--- config.mk ---
export PLATFORM = sky130hd
export DESIGN_NAME = flash_sector_protect_and_reset
export DESIGN_NICKNAME = d
export VERILOG_FILES = /design/src/flash_pkg.sv /design/src/pin_sync3.sv /design/src/flash_sector_protect_and_reset.sv
export VERILOG_INCLUDE_DIRS = /design/src
export SDC_FILE = /design/constraint.sdc
export NUM_CORES = 1
export LEC_CHECK = 0
export BUFFER_PORTS_ARGS = -buffer_cell sky130_fd_sc_hd__buf_2
export CAP_MARGIN = 10
export CORE_MARGIN = 2
export CORE_UTILIZATION = 35
export DETAILED_ROUTE_END_ITERATION = 7
export PLACE_DENSITY = 0.64
export SYNTH_ARGS = -nofsm -noshare
export SYNTH_HDL_FRONTEND = slang
export SYNTH_HIERARCHICAL = 1
export SYNTH_SLANG_ARGS = --single-unit
--- constraint.sdc ---
create_clock -name ref_clk -period 5 [get_ports ref_clk]
set_input_delay 0.5 -clock ref_clk [delete_from_list [all_inputs] [get_ports ref_clk]]
set_output_delay 0.5 -clock ref_clk [all_outputs]
set_load 0.02 [all_outputs]
--- src/flash_cfg.svh ---
// constants for the flash sector protection and reset control block
// assumes a 200 MHz ref_clk and a 12-bit flash command address
`ifndef FLASH_CFG_SVH
`define FLASH_CFG_SVH

// ****************************************************************
// clock and timing
// ****************************************************************
`define CLK_MHZ             200
`define ABORT_TIME_US       25
`define SMALL_RESET_TIME_MS 2
`define ABORT_CYCLES        (`ABORT_TIME_US * `CLK_MHZ)
`define SMALL_RESET_CYCLES  (`SMALL_RESET_TIME_MS * 1000 * `CLK_MHZ)
`define PROT_SETTLE_CYCLES  3'h4

// ****************************************************************
// command cycles
// ****************************************************************
`define UNLOCK1_ADDR        12'h555
`define UNLOCK1_DATA        8'haa
`define UNLOCK2_ADDR        12'haaa
`define UNLOCK2_DATA        8'h55
`define RESET_CMD_DATA      8'hf0

// ****************************************************************
// lock status registers in control register space
// ****************************************************************
`define MAIN_LOCK_OFFSET    8'hc0
`define SEC_LOCK_OFFSET     8'hc2
`define MAIN_SECTORS        8
`define SEC_SECTORS         4
`define SECURITY_BIT_POS    7
`define LOCK_REG_RESET      8'h00

`endif

--- src/flash_pkg.sv ---
// types shared by the flash sector protection and reset control block
// assumes nothing beyond a SystemVerilog compiler
package flash_pkg;

  // ****************************************************************
  // flash operating mode
  // ****************************************************************
  typedef enum logic [2:0]
  {
    FL_READ    = 3'b000,
    FL_PROGRAM = 3'b001,
    FL_BULK    = 3'b010,
    FL_SECTOR  = 3'b011,
    FL_RECOVER = 3'b100
  } flash_mode_t;

  // ****************************************************************
  // unlock prefix progress
  // ****************************************************************
  typedef enum logic [1:0]
  {
    UNL_NONE   = 2'b00,
    UNL_FIRST  = 2'b01,
    UNL_SECOND = 2'b10
  } unlock_step_t;

endpackage : flash_pkg

--- src/pin_sync3.sv ---
// three-stage input synchroniser with agreement filter
// assumes inputs asynchronous to ref_clk; output is a flip-flop
`timescale 1ns/1ps
module pin_sync3
#(
  parameter int WIDTH = 1
)
(
  input  wire logic             ref_clk,
  input  wire logic             rst,
  input  wire logic [WIDTH-1:0] async_in,
  output logic      [WIDTH-1:0] sync_out
);

  logic [WIDTH-1:0] stage1_reg;
  logic [WIDTH-1:0] stage2_reg;
  logic [WIDTH-1:0] stage3_reg;
  logic [WIDTH-1:0] agree;

  // bits whose second and third stages agree
  assign agree = ~(stage2_reg ^ stage3_reg);

  // shift chain; first stage feeds only the second
  always_ff @(posedge ref_clk)
  begin
    if (rst)
    begin
      stage1_reg <= '0;
      stage2_reg <= '0;
      stage3_reg <= '0;
    end
    else
    begin
      stage1_reg <= async_in;
      stage2_reg <= stage1_reg;
      stage3_reg <= stage2_reg;
    end
  end

  // output moves only once two stages agree
  always_ff @(posedge ref_clk)
  begin
    if (rst)
      sync_out <= '0;
    else
      sync_out <= (stage2_reg & agree) | (sync_out & ~agree);
  end

endmodule : pin_sync3

--- src/flash_sector_protect_and_reset.sv ---
// flash sector protection gate, lock status registers and reset control
// assumes a command sequencer raising one-cycle operation requests
`timescale 1ns/1ps
`include "flash_cfg.svh"

module flash_sector_protect_and_reset
#(
  parameter bit       LARGE_VARIANT  = 1'b1,
  parameter int       ABORT_CYCLES   = `ABORT_CYCLES,
  parameter int       SMALL_CYCLES   = `SMALL_RESET_CYCLES,
  parameter bit [7:0] RESET_CMD      = `RESET_CMD_DATA
)
(
  input  wire logic                   ref_clk,
  input  wire logic                   rst,
  input  wire logic                   bus_wr_strobe,
  input  wire logic                   bus_rd_strobe,
  input  wire logic [11:0]            bus_addr,
  input  wire logic [7:0]             bus_wdata,
  input  wire logic                   control_register_space,
  input  wire logic [7:0]             main_sector_select,
  input  wire logic [3:0]             secondary_sector_select,
  input  wire logic [7:0]             array_rdata,
  input  wire logic                   prog_req,
  input  wire logic                   sector_erase_req,
  input  wire logic                   bulk_erase_req,
  input  wire logic                   algo_done,
  input  wire logic                   algo_timeout,
  input  wire logic                   algo_bit_fault,
  input  wire logic [7:0]             main_lock_nv,
  input  wire logic [3:0]             sec_lock_nv,
  input  wire logic                   security_lock_nv,
  input  wire logic                   reset_pin_n,
  input  wire logic                   sram_select,
  input  wire logic                   battery_ind_enable,
  input  wire logic                   supply_below_battery,
  output logic [7:0]                  bus_rdata,
  output logic                        array_write_grant,
  output logic [11:0]                 erase_sector_mask,
  output flash_pkg::flash_mode_t      flash_mode,
  output logic                        read_mode,
  output logic                        error_status_bit,
  output logic                        sram_enable,
  output logic                        battery_active
);
  import flash_pkg::*;

  // ****************************************************************
  // pin synchronisation
  // ****************************************************************
  logic [12:0] lock_sync;
  logic [1:0]  pin_sync;
  logic [7:0]  main_lock;
  logic [3:0]  sec_lock;
  logic        security_lock;
  logic        reset_pin_act;
  logic        supply_low;
  logic        pin_act_d_reg;
  logic [2:0]  settle_reg;

  // nonvolatile lock bits arrive from the configuration cells
  pin_sync3 #(.WIDTH(13)) u_lock_sync
  (
    .ref_clk  (ref_clk),
    .rst      (rst),
    .async_in ({security_lock_nv, sec_lock_nv, main_lock_nv}),
    .sync_out (lock_sync)
  );

  // reset pin and supply comparator
  pin_sync3 #(.WIDTH(2)) u_pin_sync
  (
    .ref_clk  (ref_clk),
    .rst      (rst),
    .async_in ({~reset_pin_n, supply_below_battery}),
    .sync_out (pin_sync)
  );

  assign main_lock     = lock_sync[7:0];
  assign sec_lock      = lock_sync[11:8];
  assign security_lock = lock_sync[12];
  assign reset_pin_act = pin_sync[1];
  assign supply_low    = pin_sync[0];

  // lock bits untrusted until the synchroniser has filled
  always_ff @(posedge ref_clk)
  begin
    if (rst)
      settle_reg <= 3'h0;
    else if (settle_reg != `PROT_SETTLE_CYCLES)
      settle_reg <= settle_reg + 3'h1;
  end

  // falling edge of reset_pin_n (reset asserted), taken from the filtered level
  always_ff @(posedge ref_clk)
  begin
    if (rst)
      pin_act_d_reg <= 1'b0;
    else
      pin_act_d_reg <= reset_pin_act;
  end

  // ****************************************************************
  // command decode
  // ****************************************************************
  unlock_step_t unlock_reg;
  unlock_step_t unlock_next;
  logic         flash_sel;
  logic         flash_wr;
  logic         reset_cmd;
  logic         pin_abort;
  logic         prot_ready;
  logic         target_locked;
  logic         busy;

  assign flash_sel  = (|main_sector_select) | (|secondary_sector_select);
  assign flash_wr   = bus_wr_strobe & ~control_register_space & flash_sel;
  // plain or unlocked reset; a lone first unlock breaks the prefix
  assign reset_cmd  = flash_wr & (bus_wdata == RESET_CMD)
                    & (unlock_reg != UNL_FIRST);
  assign pin_abort  = LARGE_VARIANT & reset_pin_act & ~pin_act_d_reg;
  assign prot_ready = (settle_reg == `PROT_SETTLE_CYCLES);
  assign busy       = (flash_mode == FL_PROGRAM) | (flash_mode == FL_BULK)
                    | (flash_mode == FL_SECTOR);

  // secondary sector wins where both selects overlap
  assign target_locked = (|secondary_sector_select)
                       ? |(secondary_sector_select & sec_lock)
                       : |(main_sector_select & main_lock);

  // unlock prefix tracking
  always_comb
  begin
    unlock_next = UNL_NONE;
    if (bus_addr == `UNLOCK1_ADDR && bus_wdata == `UNLOCK1_DATA)
      unlock_next = UNL_FIRST;
    else if (unlock_reg == UNL_FIRST && bus_addr == `UNLOCK2_ADDR
             && bus_wdata == `UNLOCK2_DATA)
      unlock_next = UNL_SECOND;
  end

  always_ff @(posedge ref_clk)
  begin
    if (rst)
      unlock_reg <= UNL_NONE;
    else if (flash_wr)
      unlock_reg <= unlock_next;
  end

  // ****************************************************************
  // operation gate and mode sequencing
  // ****************************************************************
  logic [31:0] recover_cnt_reg;

  // requests to locked sectors never reach the array
  always_ff @(posedge ref_clk)
  begin
    if (rst)
    begin
      array_write_grant <= 1'b0;
      erase_sector_mask <= 12'h000;
    end
    else
    begin
      array_write_grant <= 1'b0;
      if (flash_mode == FL_READ && prot_ready && !pin_abort)
      begin
        if ((prog_req || sector_erase_req) && !target_locked)
        begin
          array_write_grant <= 1'b1;
          erase_sector_mask <= sector_erase_req
            ? {secondary_sector_select & ~sec_lock,
               main_sector_select & ~main_lock}
            : 12'h000;
        end
        else if (bulk_erase_req)
        begin
          array_write_grant <= 1'b1;
          erase_sector_mask <= {~sec_lock, ~main_lock};
        end
      end
    end
  end

  // mode machine with recovery countdown
  always_ff @(posedge ref_clk)
  begin
    if (rst)
    begin
      flash_mode      <= FL_READ;
      recover_cnt_reg <= 32'h0;
    end
    else if (pin_abort)
    begin
      if (busy)
      begin
        flash_mode      <= FL_RECOVER;
        recover_cnt_reg <= 32'(ABORT_CYCLES - 1);
      end
      else
        flash_mode <= FL_READ;
    end
    else
    begin
      unique case (flash_mode)
        FL_READ:
        begin
          if (reset_cmd && !LARGE_VARIANT)
          begin
            flash_mode      <= FL_RECOVER;
            recover_cnt_reg <= 32'(SMALL_CYCLES - 1);
          end
          else if (reset_cmd && error_status_bit)
          begin
            flash_mode      <= FL_RECOVER;
            recover_cnt_reg <= 32'(ABORT_CYCLES - 1);
          end
          else if (prot_ready && (prog_req || sector_erase_req)
                   && !target_locked)
            flash_mode <= prog_req ? FL_PROGRAM : FL_SECTOR;
          else if (prot_ready && bulk_erase_req)
            flash_mode <= FL_BULK;
        end
        FL_PROGRAM, FL_BULK:
        begin
          if (algo_done)
            flash_mode <= FL_READ;
        end
        FL_SECTOR:
        begin
          if (reset_cmd)
          begin
            flash_mode      <= FL_RECOVER;
            recover_cnt_reg <= LARGE_VARIANT
                             ? 32'(ABORT_CYCLES - 1)
                             : 32'(SMALL_CYCLES - 1);
          end
          else if (algo_done)
            flash_mode <= FL_READ;
        end
        FL_RECOVER:
        begin
          if (recover_cnt_reg == 32'h0)
            flash_mode <= FL_READ;
          else
            recover_cnt_reg <= recover_cnt_reg - 32'h1;
        end
        default:
          flash_mode <= FL_READ;
      endcase
    end
  end

  // read mode indicator
  always_ff @(posedge ref_clk)
  begin
    if (rst)
      read_mode <= 1'b1;
    else
      read_mode <= (flash_mode == FL_READ);
  end

  // ****************************************************************
  // error status bit
  // ****************************************************************
  logic err_set;
  logic err_clr;

  assign err_set = busy & (algo_timeout | algo_bit_fault);
  assign err_clr = (flash_mode == FL_RECOVER && recover_cnt_reg == 32'h0)
                 | pin_abort;

  // a fault in the clearing cycle is kept
  always_ff @(posedge ref_clk)
  begin
    if (rst)
      error_status_bit <= 1'b0;
    else if (err_set)
      error_status_bit <= 1'b1;
    else if (err_clr)
      error_status_bit <= 1'b0;
  end

  // ****************************************************************
  // read data: lock status registers or array data
  // ****************************************************************
  always_ff @(posedge ref_clk)
  begin
    if (rst)
      bus_rdata <= `LOCK_REG_RESET;
    else if (bus_rd_strobe && control_register_space)
    begin
      if (bus_addr[7:0] == `MAIN_LOCK_OFFSET)
        bus_rdata <= main_lock;
      else if (bus_addr[7:0] == `SEC_LOCK_OFFSET)
        bus_rdata <= {security_lock, 3'h0, sec_lock};
      else
        bus_rdata <= 8'h00;
    end
    else if (bus_rd_strobe)
      bus_rdata <= array_rdata;
  end

  // ****************************************************************
  // sram enable and battery indicator
  // ****************************************************************
  always_ff @(posedge ref_clk)
  begin
    if (rst)
    begin
      sram_enable    <= 1'b0;
      battery_active <= 1'b0;
    end
    else
    begin
      sram_enable    <= sram_select;
      battery_active <= battery_ind_enable & supply_low;
    end
  end
endmodule : flash_sector_protect_and_reset

# After elaboration in Yosys (flattened, before gate mapping)
# Index checks and enable logic that the tools add are counted.
# Widths: inputs -> output; s select.
# totals
reg_bits	126
out_inout_bits	28
inputBits	68
elab_cells	137
# op_classes
add_sub_neg	2
muxes	30
n_reduce_logical	30
bitwise_logic	34
n_eq_ne	21
# op_table
operator	count
$mux 32	5
$pmux 32 s3	1
$mux 12	3
$eq 8x8->1 const B	4
$logic_not 32->1	1
$mux 8	4
$sub 32x1->32 const B	1
$and 13x13->13	2
$not 13->13	2
$mux 3	8
$and 8x8->8	2
$reduce_or 8->1	2
$or 13x13->13	1
$xor 13x13->13	1
$eq 12x11->1 const B	1
$eq 12x12->1 const B	1
$logic_and 1x1->1	12
$ne 3x3->1 const B	4
$pmux 3 s4	1
$and 4x4->4	2
$eq 8x7->1 const B	1
$not 8->8	1
$reduce_or 4->1	2
$and 1x1->1	7
other kinds (25)	48

# Logic depth before layout (Yosys ltp)
# depth
ltp_word	9
ltp_mapped	9
depth_no_buf	7

# Modules after synthesis
# Netlist, hierarchy kept.
# by_module_without_submodules
module	cells_each	area_per_inst_um2	n_inst	seq_area_each_um2
flash_sector_protect_and_reset	438	3512.1	1	1321.3
pin_sync3 (u_lock_sync)	135	1520.2	1	1041.0
pin_sync3 (u_pin_sync)	20	227.7	1	160.2

# Worst setup path before layout
# OpenSTA, ideal clock, no wires.
# synth_path
kind	register to register
from	register recover_cnt_reg[9]
to	register recover_cnt_reg[27]
required_time_ns	4.930
stages_incl_launch_ff	8
n_path_buf	1
setup_slack_ns	2.631
arrival_ns	2.299
setup_time_ns	0.070
period_less_slack_ns	2.369
path_cell_list	dfxtp_1 -> or4_4 -> or4_4 -> nor2_4 -> nand2_2 -> buf_6 -> or4_1 -> a21oi_1
# synth_between
elab_chain_len	4
word_cells_on_any_way	7
classes_between	add/sub: 1; eq/ne: 1; mux: 3; reduce/logical: 2
# synth_rtl
element	line	text
start, declared	flash_sector_protect_and_reset.sv:153	logic [31:0] recover_cnt_reg;
start signal, assigned	flash_sector_protect_and_reset.sv:198	recover_cnt_reg <= 32'(ABORT_CYCLES - 1);
start signal, assigned	flash_sector_protect_and_reset.sv:211	recover_cnt_reg <= 32'(SMALL_CYCLES - 1);
start signal, assigned	flash_sector_protect_and_reset.sv:216	recover_cnt_reg <= 32'(ABORT_CYCLES - 1);
$sub 32x1->32	flash_sector_protect_and_reset.sv:246	recover_cnt_reg <= recover_cnt_reg - 32'h1;
$mux 32	flash_sector_protect_and_reset.sv:243	if (recover_cnt_reg == 32'h0)
$pmux 32 s3	flash_sector_protect_and_reset.sv:205	unique case (flash_mode)
$mux 32	flash_sector_protect_and_reset.sv:193	else if (pin_abort)
# Several ways; a longest one is shown, not always the timed one. The select of a mux whose other input is x is not followed.
# A chain may end at the register's enable or synchronous reset.

# Worst setup path in the final report
# layout_path
from	register recover_cnt_reg[9]
to	register recover_cnt_reg[4]
# layout_between
elab_chain_len	3
# layout_rtl
element	line
$logic_not 32->1	flash_sector_protect_and_reset.sv:243
$ne 3x3->1 (no source line)	--
$reduce_and 5->1 (no source line)	--
# No other way between the ends.

==> impl_metrics.tcl <==
set metrics [dict create \
    finClkSkew_ns 0.01065 \
    grt_pass1_vias 4458 \
    cts_tree "done" \
    status "complete, no violations" \
    first_pass_iters 5 \
    grt_max_degree 63 \
    cts_made_buffers 17 \
    criticalPathCategory "register to register" \
    avgSynthCellArea_um2 8.870 \
    fmax_mhz 288.1 \
    cp_max_fo 33 \
    root_buffer "clkbuf_16" \
    async_flop_share 0 \
    final_cell_mix "dfxtp_1 (126), buf_2 (95), a21oi_1 (65)" \
    die_area_mm2 0.01603 \
    grt_first_pass_wirelength_um 21470 \
    hold_path.class "primary input to register" \
    dieWidth_um 126.6 \
    synth.yosys.seq_area_share 0.4795 \
    power_density_mw_per_mm2 376.7 \
    place_ws_ns 1.546 \
    fill_cells 1404 \
    ys_warn_count 6 \
    fin_ws_ns 1.529 \
    drtIter0Drc 234 \
    overflow 0 \
    port_buffers 95 \
    initial_core_util 0.3605 \
    synthFlopType "dfxtp_1" \
    final_common_cell "dfxtp_1" \
    yosysUniqueCellTypes 59 \
    maxSlewViolCount 0 \
    hold_buffers 0 \
    required_ns 5.32 \
    ios 96 \
    regArea_mm2 0.002522 \
    ys_seq_elements 126 \
    arrival_ns 3.79 \
    layout-drive-gt1-share 0.2104 \
    clock_path_buffers 2 \
    clk_latency_ns 0.42 \
    area_delta_synth_final_pct 22.31 \
    routed_via_density 5.424 \
    placed_cells 846 \
    cts_resized 0 \
    synthesis.area_mm2 0.005260 \
    wl_per_cell_um 15.13 \
    min_period_ns 3.471 \
    instances_no_fill 878 \
    grtUsageMet1 0.2114 \
    hold_viol 0 \
    antenna_found_initial 0 \
    met3_usage 0.04808 \
    fin_crit_sh 0.6942 \
    htree_levels 4 \
    cp-start-kind "register" \
    cts.clk_slew.worst_paths_ns 0.06 \
    core_mm2 0.01459 \
    use_met2 0.2627 \
    multiInputGateArea_mm2 0.002540 \
    synth_edf_count 0 \
    final-setup-viol-count 0 \
    setup_tns_ns 0 \
    synthCells 593 \
    grt.busiest_layer "met2" \
    drv_cap 0 \
    globalRouteTotalUtil 0.1666 \
    rsz0062_at_grt "false" \
    fp.dieH_um 126.6 \
    drc 0 \
    drtAntennaViolNets 0 \
    insertedDiodeCount 0 \
    nNetsFinal 754 \
    ir_drop_uv 245.0 \
    syn_nets 665 \
    place_hpwl_um 9407 \
    leakage_nw 2.617 \
    slew_headroom 0.2155 \
    gp_congestion 0.8338 \
    cts_sinks 126 \
    post_cts_buffers 0 \
    tightest_slew_ns 1.177 \
    vias 4762 \
    end_kind "register" \
    row_count 44 \
    wirelength_um 13290 \
]
[worst paths after layout]
path | start | depth (start not counted) | slack, ns | to
setup reg to reg | recover_cnt_reg[9]$_SDFFE_PP0P_ | 6 | 1.53 | recover_cnt_reg[4]$_SDFFE_PP0P_
setup / recovery | recover_cnt_reg[9]$_SDFFE_PP0P_ | 6 | 1.53 | recover_cnt_reg[4]$_SDFFE_PP0P_
hold / removal | sec_lock_nv[2] | 2 | 0.29 | u_lock_sync/stage1_reg[10]$_SDFF_PP0_
hold reg to reg | u_lock_sync/stage1_reg[12]$_SDFF_PP0_ | 1 | 0.43 | u_lock_sync/stage2_reg[12]$_SDFF_PP0_
[final cells by class]
class	count	share of cell area
Multi-Input combinational cell	426	0.3948
Sequential cell	126	0.3921
Timing Repair Buffer	98	0.07740
Clock buffer	18	0.06826
Tap cell	184	0.03578
Clock inverter	13	0.02412
Inverter	13	0.007585
[synthesized netlist by cell type (all sizes together) (2+ instances only)]
| cell type | n | share of area |
|---|---|---|
| dfxtp | 126 | 0.48 |
| a21oi | 65 | 0.062 |
| nand2 | 57 | 0.041 |
| nor2b | 54 | 0.065 |
| nor2 | 34 | 0.026 |
| o21ai | 34 | 0.033 |
| clkbuf | 18 | 0.013 |
| nand3 | 16 | 0.015 |
| nor3 | 15 | 0.014 |
| inv | 13 | 0.0093 |
| or4 | 13 | 0.020 |
| a22o | 12 | 0.020 |
| nor4 | 11 | 0.014 |
| or3 | 11 | 0.013 |
| buf | 10 | 0.017 |
| o31ai | 9 | 0.013 |
| a211oi | 8 | 0.011 |
| a311oi | 8 | 0.013 |
| a31oi | 7 | 0.0083 |
| nand2b | 7 | 0.0083 |
| nand4 | 6 | 0.0071 |
| mux2 | 5 | 0.011 |
| nand4b | 5 | 0.0083 |
| o311ai | 5 | 0.0083 |
| a22oi | 4 | 0.0057 |
| ha | 4 | 0.0095 |
| o21a | 4 | 0.0057 |
| and2 | 3 | 0.0036 |
| o211ai | 3 | 0.0043 |
| o41ai | 3 | 0.0050 |
| or2 | 3 | 0.0036 |
| and3 | 2 | 0.0024 |
| nand3b | 2 | 0.0029 |
| nor4b | 2 | 0.0033 |
| o21ba | 2 | 0.0038 |
[metrics by stage]
stage / hold WS [ns] / power, mW / cell area, um^2 / util
after CTS: 0.2720 / 2.450 / 6429 / 0.4407
after floorplan: 0.4138 / 1.156 / 5260 / -
after global placement: 0.4149 / 1.214 / 5834 / 0.3999
after detailed placement: 0.4204 / 1.219 / 5834 / 0.3999
final: 0.2911 / 2.423 / 6434 / 0.4410
after global routing: 0.2765 / 2.524 / 6434 / 0.4410
[per-layer routing]
metal | vias up | share of wire
met4 | 0 | 0.021
met2 | 147 | 0.46
met5 | - | 0
li1 | 2338 | -
met3 | 21 | 0.051
met1 | 2256 | 0.47
[cells by family (layout without fill, tap and decap cells)]
kind of cell	after synthesis	after routing	synth area share
AND/OR/NAND/NOR	243	243	0.2514
AO/OA/AOI/OAI	172	172	0.2067
flip-flops	126	126	0.4795
buffers and inverters	41	142	0.03877
multiplexers	5	5	0.01070
adder cells (fa/ha/maj)	4	4	0.009515
XOR/XNOR	2	2	0.003331
[power by group]
group / switching, mW / internal (mW) / leakage (nW) / total, mW
Sequential: 0.0159 / 1.03 / 1.03 / 1.05
Combinational: 0.0866 / 0.0622 / 1.30 / 0.149
Clock: 0.470 / 0.756 / 0.294 / 1.23
Total: 0.572 / 1.85 / 2.62 / 2.42
[worst max-delay path, stage by stage, from the launching register on]
cell and delay (ns):
dfxtp_1 0.36, or4_4 0.59, nor4_1 0.38, nand2_1 0.15, o21ai_2 0.94, nand2_1 0.55, a311oi_1 0.40
Power figures use the tool's default switching activity.
